==> src/common/hcb_consts.svh <==
// Purpose: Offsets, field positions, reset values and timing for the hub configuration bytes
// Assumes: 100 MHz clock; AXI4-Lite register access, one aligned word per register
// Notes:   Byte address of a register is four times its index
// Operation
// - Auto supply switching bit forbids or permits changes
// - Switching enabled means watching local supply pin
// - Supply change disconnects downstream, power, upstream
// - Re-attach bus-powered or self-powered by supply
// - Local supply present at attach means self-powered
// - Delay field picks 0.1, 4, 8, 16 ms
// - Combined-device flag reports compound device
// - Strapped non-removable ports imply compound device
// - Renumber bit selects standard or re-map mode
// - Indicator field: 01 speed, others USB
// - Indicator support reported only in USB mode
// - Text descriptor bit disables or enables strings
// - Port byte bits 1-7 mark non-removable ports
// - Port byte bit 0 always zero
// - Default configuration takes fixed ports from straps
`ifndef HCB_CONSTS_SVH
`define HCB_CONSTS_SVH

// Register indices; byte address is index times four
`define HCB_IDX_CFG_TWO      8'h07
`define HCB_IDX_CFG_THREE    8'h08
`define HCB_IDX_FIXED_PORTS  8'h09
`define HCB_IDX_STATUS       8'h10
`define HCB_IDX_CONTROL      8'h11

// Byte two fields
`define HCB_POS_DYNAMIC      7
`define HCB_POS_OC_LO        4
`define HCB_POS_COMPOUND     3
`define HCB_MASK_CFG_TWO     8'hB8
// Byte three fields
`define HCB_POS_RENUMBER     3
`define HCB_POS_IND_LO       1
`define HCB_POS_STRING       0
`define HCB_MASK_CFG_THREE   8'h0F
// Fixed port byte keeps bits 7..1
`define HCB_MASK_FIXED_PORTS 8'hFE
// Control register: use internal default configuration
`define HCB_POS_USE_DEFAULT  0

// Reset values
`define HCB_RST_CFG_TWO      8'h00
`define HCB_RST_CFG_THREE    8'h00
`define HCB_RST_FIXED_PORTS  8'h00
`define HCB_RST_CONTROL      8'h00

// AXI responses
`define HCB_RESP_OKAY        2'b00
`define HCB_RESP_SLVERR      2'b10

// Timing
`define HCB_CLK_MHZ          100
`define HCB_OC_T0_US         100
`define HCB_OC_T1_US         4000
`define HCB_OC_T2_US         8000
`define HCB_OC_T3_US         16000
`define HCB_DISC_T_US        10

`endif

==> src/common/hcb_pkg.sv <==
// Purpose: Types shared by the hub configuration byte logic
// Assumes: Included after hcb_consts.svh where numbers are needed
// Notes:   Types only; all numbers live in the constants header
package hcb_pkg;
	// Supply sequencer states
	typedef enum logic [1:0] {
		HCB_ST_DETACHED,
		HCB_ST_SELF,
		HCB_ST_BUS
	} hcb_pwr_state_e;

	// Indicator pin behaviour as reported
	typedef enum logic {
		HCB_IND_USB,
		HCB_IND_SPEED
	} hcb_ind_mode_e;

	// Register selected by a bus address
	typedef enum logic [2:0] {
		HCB_REG_NONE,
		HCB_REG_CFG_TWO,
		HCB_REG_CFG_THREE,
		HCB_REG_FIXED,
		HCB_REG_STATUS,
		HCB_REG_CONTROL
	} hcb_reg_e;
endpackage

==> src/logic/hcb_config_bytes.sv <==
// Purpose: Hub configuration bytes behind an AXI4-Lite slave, with reported settings
// Assumes: One write and one read in flight at most; straps synchronous and steady
// Notes:   Unmapped addresses answer SLVERR; reads of status show the supply sequence
`timescale 1ns/1ps
`default_nettype none
`include "hcb_consts.svh"
module hcb_config_bytes
	import hcb_pkg::*;
#(
	parameter int ADDR_W      = 8,
	parameter int OC_CYC_W    = 21,
	parameter int OC_DLY0_CYC = `HCB_OC_T0_US * `HCB_CLK_MHZ,
	parameter int OC_DLY1_CYC = `HCB_OC_T1_US * `HCB_CLK_MHZ,
	parameter int OC_DLY2_CYC = `HCB_OC_T2_US * `HCB_CLK_MHZ,
	parameter int OC_DLY3_CYC = `HCB_OC_T3_US * `HCB_CLK_MHZ,
	parameter int DISC_CYCLES = `HCB_DISC_T_US * `HCB_CLK_MHZ
)(
	input  wire logic                clock_in,
	input  wire logic                rstn_in,
	input  wire logic                ce_in,
	// AXI4-Lite write address
	input  wire logic [ADDR_W-1:0]   s_axi_awaddr_in,
	input  wire logic                s_axi_awvalid_in,
	output logic                     s_axi_awready_out,
	// AXI4-Lite write data
	input  wire logic [31:0]         s_axi_wdata_in,
	input  wire logic [3:0]          s_axi_wstrb_in,
	input  wire logic                s_axi_wvalid_in,
	output logic                     s_axi_wready_out,
	// AXI4-Lite write response
	output logic [1:0]               s_axi_bresp_out,
	output logic                     s_axi_bvalid_out,
	input  wire logic                s_axi_bready_in,
	// AXI4-Lite read address
	input  wire logic [ADDR_W-1:0]   s_axi_araddr_in,
	input  wire logic                s_axi_arvalid_in,
	output logic                     s_axi_arready_out,
	// AXI4-Lite read data
	output logic [31:0]              s_axi_rdata_out,
	output logic [1:0]               s_axi_rresp_out,
	output logic                     s_axi_rvalid_out,
	input  wire logic                s_axi_rready_in,
	// Board inputs
	input  wire logic                local_supply_present_in,
	input  wire logic [1:0]          fixed_port_straps_in,
	// Settings as reported to the host side of the hub
	output logic                     dynamic_en_out,
	output logic [OC_CYC_W-1:0]      overcurrent_delay_cycles_out,
	output logic                     compound_report_out,
	output logic                     port_renumber_en_out,
	output hcb_ind_mode_e            indicator_mode_out,
	output logic                     indicator_support_out,
	output logic                     string_en_out,
	output logic [7:0]               fixed_device_ports_out,
	// Supply sequence
	output logic                     self_powered_out,
	output logic                     downstream_power_en_out,
	output logic                     downstream_connect_out,
	output logic                     upstream_attach_out
);

	// Map a byte address onto a register; used by both read and write paths
	function automatic hcb_reg_e decode(input logic [ADDR_W-1:0] addr);
		hcb_reg_e r;
		r = HCB_REG_NONE;
		if (addr[1:0] == 2'b00)
		begin
			unique case (addr[ADDR_W-1:2])
				(ADDR_W-2)'(`HCB_IDX_CFG_TWO):     r = HCB_REG_CFG_TWO;
				(ADDR_W-2)'(`HCB_IDX_CFG_THREE):   r = HCB_REG_CFG_THREE;
				(ADDR_W-2)'(`HCB_IDX_FIXED_PORTS): r = HCB_REG_FIXED;
				(ADDR_W-2)'(`HCB_IDX_STATUS):      r = HCB_REG_STATUS;
				(ADDR_W-2)'(`HCB_IDX_CONTROL):     r = HCB_REG_CONTROL;
				default:                           r = HCB_REG_NONE;
			endcase
		end
		return r;
	endfunction

	// Indicator field decode, shared by mode and support reporting
	// only 01 is speed
	function automatic hcb_ind_mode_e ind_decode(input logic [1:0] sel);
		return (sel == 2'b01) ? HCB_IND_SPEED : HCB_IND_USB;
	endfunction

	// Stored configuration bytes
	logic [7:0]         cfg_two;        // Supply switching, delay, compound
	logic [7:0]         cfg_three;      // Renumber, indicators, strings
	logic [7:0]         fixed_ports;    // Non-removable port mask
	logic [7:0]         control;        // Configuration source

	// Write channel holding registers
	logic               aw_held;        // Address accepted, waiting for data
	logic [ADDR_W-1:0]  aw_addr;        // Held write address
	logic               w_held;         // Data accepted, waiting for address
	logic [31:0]        w_data;         // Held write data
	logic [3:0]         w_strb;         // Held byte enables
	logic               wr_fire;        // Both halves present
	hcb_reg_e           wr_reg;         // Write target
	hcb_reg_e           rd_reg;         // Read target

	// Derived configuration
	logic               use_default;    // Straps rule the fixed ports
	logic [7:0]         strap_ports;    // Ports picked by the straps
	logic [7:0]         eff_ports;      // Ports reported as non-removable
	logic               eff_compound;   // Compound device as reported
	hcb_pwr_state_e     pwr_state;      // Sequencer state for status
	logic [7:0]         status;         // Status byte as read

	// Both halves held and no response waiting
	assign wr_fire           = aw_held && w_held && !s_axi_bvalid_out;
	assign wr_reg            = decode(aw_addr);
	assign rd_reg            = decode(s_axi_araddr_in);
	assign use_default       = control[`HCB_POS_USE_DEFAULT];

	// Write address capture; ready is a flop, dropped on take and
	// raised again only when the response leaves
	always_ff @(posedge clock_in)
	begin
		if (!rstn_in)
		begin
			aw_held <= 1'b0;
			aw_addr <= '0;
			s_axi_awready_out <= 1'b1;
		end
		else if (ce_in)
		begin
			if (s_axi_awvalid_in && s_axi_awready_out)
			begin
				aw_held <= 1'b1;
				aw_addr <= s_axi_awaddr_in;
				s_axi_awready_out <= 1'b0;
			end
			else if (wr_fire)
				aw_held <= 1'b0;
			else if (s_axi_bvalid_out && s_axi_bready_in)
				s_axi_awready_out <= 1'b1;
		end
	end

	// Write data capture, independent of address order
	always_ff @(posedge clock_in)
	begin
		if (!rstn_in)
		begin
			w_held <= 1'b0;
			w_data <= '0;
			w_strb <= '0;
			s_axi_wready_out <= 1'b1;
		end
		else if (ce_in)
		begin
			if (s_axi_wvalid_in && s_axi_wready_out)
			begin
				w_held <= 1'b1;
				w_data <= s_axi_wdata_in;
				w_strb <= s_axi_wstrb_in;
				s_axi_wready_out <= 1'b0;
			end
			else if (wr_fire)
				w_held <= 1'b0;
			else if (s_axi_bvalid_out && s_axi_bready_in)
				s_axi_wready_out <= 1'b1;
		end
	end

	// Write response; unmapped address gets SLVERR, status writes are ignored
	always_ff @(posedge clock_in)
	begin
		if (!rstn_in)
		begin
			s_axi_bvalid_out <= 1'b0;
			s_axi_bresp_out  <= `HCB_RESP_OKAY;
		end
		else if (ce_in)
		begin
			if (wr_fire)
			begin
				s_axi_bvalid_out <= 1'b1;
				s_axi_bresp_out  <= (wr_reg == HCB_REG_NONE) ? `HCB_RESP_SLVERR : `HCB_RESP_OKAY;
			end
			else if (s_axi_bready_in)
				s_axi_bvalid_out <= 1'b0;
		end
	end

	// Register updates; only byte lane 0 carries data
	always_ff @(posedge clock_in)
	begin
		if (!rstn_in)
		begin
			cfg_two     <= `HCB_RST_CFG_TWO;
			cfg_three   <= `HCB_RST_CFG_THREE;
			fixed_ports <= `HCB_RST_FIXED_PORTS;
			control     <= `HCB_RST_CONTROL;
		end
		else if (ce_in && wr_fire && w_strb[0])
		begin
			unique case (wr_reg)
				HCB_REG_CFG_TWO:   cfg_two   <= w_data[7:0] & `HCB_MASK_CFG_TWO;
				HCB_REG_CFG_THREE: cfg_three <= w_data[7:0] & `HCB_MASK_CFG_THREE;
				HCB_REG_FIXED:     fixed_ports <= w_data[7:0] & `HCB_MASK_FIXED_PORTS;
				HCB_REG_CONTROL:   control   <= w_data[7:0] & 8'h01;
				HCB_REG_STATUS, HCB_REG_NONE:
				begin
					// Read-only or unmapped: nothing stored
				end
			endcase
		end
	end

	// Strap decode: 00 none, 01 port 1, 10 ports 1-2, 11 ports 1-3
	// straps pick fixed ports
	always_comb
	begin
		strap_ports = 8'h00;
		for (int i = 1; i <= 3; i++)
		begin
			if (i <= int'(fixed_port_straps_in))
				strap_ports[i] = 1'b1;
		end
	end

	// Effective fixed ports and compound reporting
	// mask marks non-removable ports
	assign eff_ports = use_default ? strap_ports : fixed_ports;
	assign eff_compound = use_default ? (strap_ports != 8'h00) : cfg_two[`HCB_POS_COMPOUND];

	// Status byte: supply input, mode, attach and sequence state
	assign status = {3'b000, pwr_state == HCB_ST_DETACHED, self_powered_out,
	                 upstream_attach_out, eff_compound, local_supply_present_in};

	// Read channel; data is registered with the valid
	always_ff @(posedge clock_in)
	begin
		if (!rstn_in)
		begin
			s_axi_rvalid_out <= 1'b0;
			s_axi_arready_out <= 1'b1;
			s_axi_rdata_out  <= '0;
			s_axi_rresp_out  <= `HCB_RESP_OKAY;
		end
		else if (ce_in)
		begin
			if (s_axi_arvalid_in && s_axi_arready_out)
			begin
				s_axi_rvalid_out <= 1'b1;
				s_axi_arready_out <= 1'b0;
				s_axi_rresp_out  <= (rd_reg == HCB_REG_NONE) ? `HCB_RESP_SLVERR : `HCB_RESP_OKAY;
				unique case (rd_reg)
					HCB_REG_CFG_TWO:   s_axi_rdata_out <= {24'h00_0000, cfg_two};
					HCB_REG_CFG_THREE: s_axi_rdata_out <= {24'h00_0000, cfg_three};
					HCB_REG_FIXED:     s_axi_rdata_out <= {24'h00_0000, fixed_ports};
					HCB_REG_STATUS:    s_axi_rdata_out <= {24'h00_0000, status};
					HCB_REG_CONTROL:   s_axi_rdata_out <= {24'h00_0000, control};
					HCB_REG_NONE:      s_axi_rdata_out <= 32'h0000_0000;
				endcase
			end
			else if (s_axi_rready_in)
			begin
				s_axi_rvalid_out  <= 1'b0;
				s_axi_arready_out <= 1'b1;
			end
		end
	end

	// Over-current delay in cycles; all four counts are parameters
	// delay field selects time
	always_ff @(posedge clock_in)
	begin
		if (!rstn_in)
			overcurrent_delay_cycles_out <= OC_CYC_W'(OC_DLY0_CYC);
		else if (ce_in)
		begin
			unique case (cfg_two[`HCB_POS_OC_LO +: 2])
				2'b00: overcurrent_delay_cycles_out <= OC_CYC_W'(OC_DLY0_CYC);
				2'b01: overcurrent_delay_cycles_out <= OC_CYC_W'(OC_DLY1_CYC);
				2'b10: overcurrent_delay_cycles_out <= OC_CYC_W'(OC_DLY2_CYC);
				2'b11: overcurrent_delay_cycles_out <= OC_CYC_W'(OC_DLY3_CYC);
			endcase
		end
	end

	// Reported settings, registered so the outputs come from flip-flops
	always_ff @(posedge clock_in)
	begin
		if (!rstn_in)
		begin
			dynamic_en_out         <= 1'b0;
			compound_report_out    <= 1'b0;
			port_renumber_en_out   <= 1'b0;
			indicator_mode_out     <= HCB_IND_USB;
			indicator_support_out  <= 1'b1;
			string_en_out          <= 1'b0;
			fixed_device_ports_out <= 8'h00;
		end
		else if (ce_in)
		begin
			dynamic_en_out         <= cfg_two[`HCB_POS_DYNAMIC];
			compound_report_out    <= eff_compound;
			port_renumber_en_out   <= cfg_three[`HCB_POS_RENUMBER];
			indicator_mode_out     <= ind_decode(cfg_three[`HCB_POS_IND_LO +: 2]);
			indicator_support_out  <= (ind_decode(cfg_three[`HCB_POS_IND_LO +: 2]) == HCB_IND_USB);
			string_en_out          <= cfg_three[`HCB_POS_STRING];
			fixed_device_ports_out <= eff_ports & `HCB_MASK_FIXED_PORTS;
		end
	end

	// Supply mode sequencer
	hcb_power_seq #(
		.DISC_CYCLES (DISC_CYCLES)
	) u_power_seq (
		.clock_in                (clock_in),
		.rstn_in                 (rstn_in),
		.ce_in                   (ce_in),
		.dynamic_en_in           (cfg_two[`HCB_POS_DYNAMIC]),
		.local_supply_present_in (local_supply_present_in),
		.self_powered_out        (self_powered_out),
		.downstream_power_en_out (downstream_power_en_out),
		.downstream_connect_out  (downstream_connect_out),
		.upstream_attach_out     (upstream_attach_out),
		.state_out               (pwr_state)
	);
endmodule
`default_nettype wire

==> src/logic/hcb_power_seq.sv <==
// Purpose: Self/bus-powered selection with disconnect and re-attach on supply change
// Assumes: Local supply input synchronous to the clock
// Notes:   Starts detached after reset and attaches per the supply level
`timescale 1ns/1ps
`default_nettype none
`include "hcb_consts.svh"
module hcb_power_seq
	import hcb_pkg::*;
#(
	parameter int DISC_CYCLES = `HCB_DISC_T_US * `HCB_CLK_MHZ
)(
	input  wire logic       clock_in,
	input  wire logic       rstn_in,
	input  wire logic       ce_in,
	input  wire logic       dynamic_en_in,
	input  wire logic       local_supply_present_in,
	output logic            self_powered_out,
	output logic            downstream_power_en_out,
	output logic            downstream_connect_out,
	output logic            upstream_attach_out,
	output hcb_pwr_state_e  state_out
);
	localparam int CW = $clog2(DISC_CYCLES + 1);

	hcb_pwr_state_e state;      // Current supply mode
	logic [CW-1:0]  hold_cnt;   // Detached time left
	logic           supply_q;   // Supply level at last cycle
	logic           change;     // Supply toggled

	// Edge of the supply level; watched only when switching is allowed
	// watch supply pin
	assign change = dynamic_en_in && (supply_q != local_supply_present_in);

	// Previous supply level
	always_ff @(posedge clock_in)
	begin
		if (!rstn_in)
			supply_q <= 1'b0;
		else if (ce_in)
			supply_q <= local_supply_present_in;
	end

	// Mode sequence
	always_ff @(posedge clock_in)
	begin
		if (!rstn_in)
		begin
			state    <= HCB_ST_DETACHED;
			hold_cnt <= CW'(DISC_CYCLES);
		end
		else if (ce_in)
		begin
			unique case (state)
				HCB_ST_DETACHED:
				begin
					// Hold off long enough for the host to see the detach
					if (hold_cnt != '0)
						hold_cnt <= hold_cnt - 1'b1;
					else if (local_supply_present_in)
						state <= HCB_ST_SELF;
					else
						state <= HCB_ST_BUS;
				end
				HCB_ST_SELF, HCB_ST_BUS:
				begin
					if (change)
					begin
						state    <= HCB_ST_DETACHED;
						hold_cnt <= CW'(DISC_CYCLES);
					end
				end
			endcase
		end
	end

	// Registered outputs follow the current state; a supply change drops power, connect and attach at once
	always_ff @(posedge clock_in)
	begin
		if (!rstn_in)
		begin
			self_powered_out        <= 1'b0;
			downstream_power_en_out <= 1'b0;
			downstream_connect_out  <= 1'b0;
			upstream_attach_out     <= 1'b0;
			state_out               <= HCB_ST_DETACHED;
		end
		else if (ce_in)
		begin
			self_powered_out        <= (state == HCB_ST_SELF);
			downstream_power_en_out <= (state != HCB_ST_DETACHED) && !change;
			downstream_connect_out  <= (state != HCB_ST_DETACHED) && !change;
			upstream_attach_out     <= (state != HCB_ST_DETACHED) && !change;
			state_out               <= state;
		end
	end
endmodule
`default_nettype wire

==> config.mk <==
export PLATFORM = sky130hd
export DESIGN_NAME = hcb_config_bytes
export DESIGN_NICKNAME = d
export VERILOG_FILES = /design/src/common/hcb_pkg.sv /design/src/logic/hcb_config_bytes.sv /design/src/logic/hcb_power_seq.sv
export VERILOG_INCLUDE_DIRS = /design/src /design/src/common
export SDC_FILE = /design/constraint.sdc
export NUM_CORES = 1
export LEC_CHECK = 0
export ABC_CLOCK_PERIOD_IN_PS = 1800
export BUFFER_PORTS_ARGS = -buffer_cell sky130_fd_sc_hd__buf_2
export CORE_ASPECT_RATIO = 1.25
export CORE_UTILIZATION = 43
export CTS_CLUSTER_SIZE = 20
export DETAILED_ROUTE_END_ITERATION = 10
export PLACE_DENSITY = 0.76
export SLEW_MARGIN = 15
export SYNTH_ARGS = -nofsm -noshare
export SYNTH_HDL_FRONTEND = slang
export SYNTH_HIERARCHICAL = 1
export SYNTH_SLANG_ARGS = --single-unit
==> constraint.sdc <==
create_clock -name clock_in -period 1.8 [get_ports clock_in]
set_input_delay 0.09 -clock clock_in [delete_from_list [all_inputs] [get_ports clock_in]]
set_output_delay 0.09 -clock clock_in [all_outputs]
set_load 0.005 [all_outputs]
==> flow_metrics.py <==
metrics = {
    "synthesis": {
        "synthCells": 514,
        "synth_warnings": 6,
        "yosys.area.top_type_share": 0.3939,
        "synth.distinct_cells": 64,
        "syn_area_sq_um": 4523,
        "ys_seq_area_frac": 0.3939,
        "synth_edf_count": 0,
        "syn_area_per_cell_sq_um": 8.800,
        "synthTopCellsByArea": "dfxtp_1, mux2i_1, buf_4, nand2_1, nor2b_1",
        "synthArstFlopShare": 0,
        "yosys_most_used_dff": "dfxtp_1",
        "synth_seq_cells": 89,
        "synth_top_area_cell": "dfxtp_1",
    },
    "critical_path": {
        "path_cells": "nand4b_4 -> or4b_4 -> nor4b_4 -> buf_4 -> mux2i_1",
        "rr_endpoint": "cfg_two[4]$_SDFFE_PN0P_",
        "path_class": "reg2reg",
        "critPathLaunchType": "flop",
        "r2r_cells": 5,
        "cp_data_required_time_ps": 2070,
        "end_kind": "flop",
        "worstPathArrival_ps": 2020,
        "cp.buffers_inverters": 1,
        "path_delay_family": "simple AND/OR/NAND/NOR gates",
        "cpMaxStageDelayCell": "or4b_4",
        "cp_slowest_stage_delay_ps": 530,
        "regToRegSetupSlack_ps": 50,
        "r2r-start": "s_axi_bvalid_out$_SDFFE_PN0P_",
        "path_max_fanout": 4,
    },
    "floorplan": {
        "ios": 143,
        "start_util": 0.4453,
        "die-area_sq_um": 10940,
        "rows": 41,
        "dieWidth_um": 93.74,
        "die_h_um": 116.7,
        "core_region_area_sq_um": 10160,
    },
    "sta": {
        "slew_headroom": 0.5925,
        "fin_skew_ps": 8.321,
        "tightest_slew_ps": 611.3,
        "maxSlewViolCount": 0,
        "hold_violations": 1,
        "fmax_mhz": 571.2,
        "period_needed_ps": 1751,
        "hold_ws_ps": -1.271,
        "rsz0062_at_grt": "true",
        "setup_viol_count_final": 0,
        "fin_crit_sh": 0.9725,
        "setup_ws_ps": 49.43,
    },
    "power": {
        "cellLeakagePower_uw": 0.002222,
        "p_per_area_nw_per_um2": 786.8,
        "ir_drop_v": 0.0004305,
    },
    "placed_design": {
        "place_area_sq_um": 4956,
        "dpl.cell_count": 709,
        "portBuffers": 80,
        "routabilityCongestion": 0.8568,
        "dp_slack_ps": 22.18,
        "dp_hpwl_um": 7441,
    },
    "outcome": {
        "violations": "hold timing",
        "status": "finished with violations",
    },
    "final_layout": {
        "area_growth_pct": 16.46,
        "fin_area_sq_um": 5268,
        "final_cells": 724,
        "antenna_cells": 0,
        "drive_above_1_share": 0.2336,
        "nNetsFinal": 665,
    },
    "clock_network": {
        "clk_transition_reported_paths_ps": 60,
        "clock-sinks": 89,
        "root_buffer": "clkbuf_16",
        "numCtsBuffers": 9,
        "clk_latency_ps": 340,
        "cts_tree": "built",
        "htreeDepth": 3,
        "cts_buffer_depth": 2,
    },
    "grt": {
        "grt_pass1_vias": 3443,
        "grt_overflow": 0,
        "grt_usage": 0.1886,
        "grt_pass1_wl_um": 16080,
        "grt_max_degree": 68,
        "antenna_found_initial": 0,
    },
    "min_path": {
        "min_to": "aw_addr[3]$_SDFFE_PN0P_",
        "min-delay-start": "s_axi_awaddr_in[3]",
        "hold_path_class": "in2reg",
        "min_path_cells": 3,
    },
    "detailed_routing": {
        "routed_wl_um": 10160,
        "first_iter_violations": 153,
        "vias": 3750,
        "drt_first_pass_iters": 4,
        "remaining_drc_errors": 0,
        "drt-vias-per-instance": 5.180,
        "ant_nets": 0,
        "wl_per_cell_um": 14.04,
    },
    "run": {
        "cap_violations": 0,
    },
}
==> state kept, by name, indices dropped and copies added, names as in the netlist, 4 cells and up <==
register	count
fixed_device_ports_out	7
cfg_three	4
s_axi_rdata_out	8
u_power_seq/hold_cnt	10
overcurrent_delay_cycles_out	9
w_data	8
fixed_ports	7
cfg_two	4
aw_addr	8
==> cells in the mapped netlist (all sizes together) (3+ instances only) <==
| cell type | instances |
|---|---|
| a21oi | 17 |
| nand4 | 4 |
| a31oi | 7 |
| nor4 | 3 |
| clkbuf | 17 |
| xor2 | 3 |
| and3 | 11 |
| nand3 | 23 |
| o211a | 3 |
| dfxtp | 89 |
| nor2 | 16 |
| buf | 48 |
| a22oi | 4 |
| a31o | 4 |
| nand3b | 5 |
| nor2b | 26 |
| nand2 | 77 |
| inv | 11 |
| nor4b | 5 |
| nor3 | 10 |
| o31ai | 4 |
| nor3b | 4 |
| mux2i | 34 |
| a21boi | 21 |
| or4b | 3 |
| o21ai | 20 |
| ha | 9 |
| or3 | 3 |
==> through the flow <==
stage / total power, uW / TNS [ps] / util
5_1_grt: 4294 / -26.44 / 0.5186
2_1_floorplan: 2401 / 0 / -
3_3_place_gp: 2475 / 0 / 0.4879
6_report: 4145 / 0 / 0.5186
4_1_cts: 4160 / 0 / 0.5144
3_5_place_dp: 2486 / 0 / 0.4879
==> routing by layer <==
| layer | routed length [um] | vias to the layer above | track usage |
|---|---|---|---|
| li1 | - | 1887 | - |
| met1 | 4261 | 1755 | 0.2138 |
| met2 | 5260 | 98 | 0.3401 |
| met3 | 522 | 10 | 0.04362 |
| met4 | 119 | 0 | 0.07487 |
| met5 | 0 | - | 0 |
==> report_power, final <==
group          total [uW]  switching, uW  internal [uW]
registers            2060           41.9           2020
logic                 394            225            169
clock network        1690            743            947
total                4140           1010           3130
==> cell type report <==
class                   instances  area (sq um)
repair buffers                 99         570.5
inverters                      12         45.04
flip-flops and latches         89          1785
well taps                     129         161.4
clock buffers                  10         239.0
multi-input cells             382          2446
clock inverters                 3         20.02
fillers                       954          4890
==> worst register-to-register path, cell delays in order (launching register included) <==
cell	delay, ps
dfxtp_2	320
nand4b_4	160
or4b_4	530
nor4b_4	290
buf_4	200
mux2i_1	190
==> how the worst max path moves through the flow <==
stage,start,endpoint,slack (ps),cells after the start
after floorplan,s_axi_bvalid_out$_SDFFE_PN0P_,fixed_ports[3]$_SDFFE_PN0P_,100,5
after global placement,u_power_seq/hold_cnt[0]$_SDFFE_PN0P_,u_power_seq/state[1]$_SDFFE_PN0P_,60,6
after detailed placement,aw_held$_SDFFE_PN0P_,cfg_two[4]$_SDFFE_PN0P_,20,4
after CTS,u_power_seq/hold_cnt[0]$_SDFFE_PN0P_,u_power_seq/hold_cnt[0]$_SDFFE_PN0P_,10,6
after global routing,s_axi_bvalid_out$_SDFFE_PN0P_,cfg_two[5]$_SDFFE_PN0P_,-7,5
final,s_axi_bvalid_out$_SDFFE_PN0P_,cfg_two[4]$_SDFFE_PN0P_,50,5
==> repair_timing <==
action / 4_1_cts / 5_1_grt
resized for setup: 0 / 10
hold buffers: 1 / 0
setup buffers: 0 / 1
hold endpoints to repair: 1 / 0
setup endpoints to repair: 0 / 22
==> cells by family (layout without fill, tap and decap cells) <==
group | count (synthesis) | in the layout | share of synthesized area
mux | 36 | 36 | 0.08022
fa+ha+maj | 9 | 9 | 0.02490
xor+xnor | 4 | 4 | 0.007747
compound gates | 95 | 95 | 0.1455
flops | 89 | 89 | 0.3939
other cells | 1 | 35 | 0.0008291
simple gates | 203 | 203 | 0.2465
buf+inv | 77 | 124 | 0.1004
==> cell usage in the layout, fill, tap and decap left out, types with 9 or more instances in the layout <==
cell       count
buf_4         16
mux2i_1       34
and3_1        11
inv_1         11
a21oi_1       17
a21boi_0      18
conb_1        35
o21ai_0       18
clkbuf_16      9
nor2_1        16
dfxtp_1       86
nand2_1       77
nor3_1        10
nor2b_1       25
nand3_1       23
buf_2         80
No activity file was read; power rests on OpenSTA's default activity.
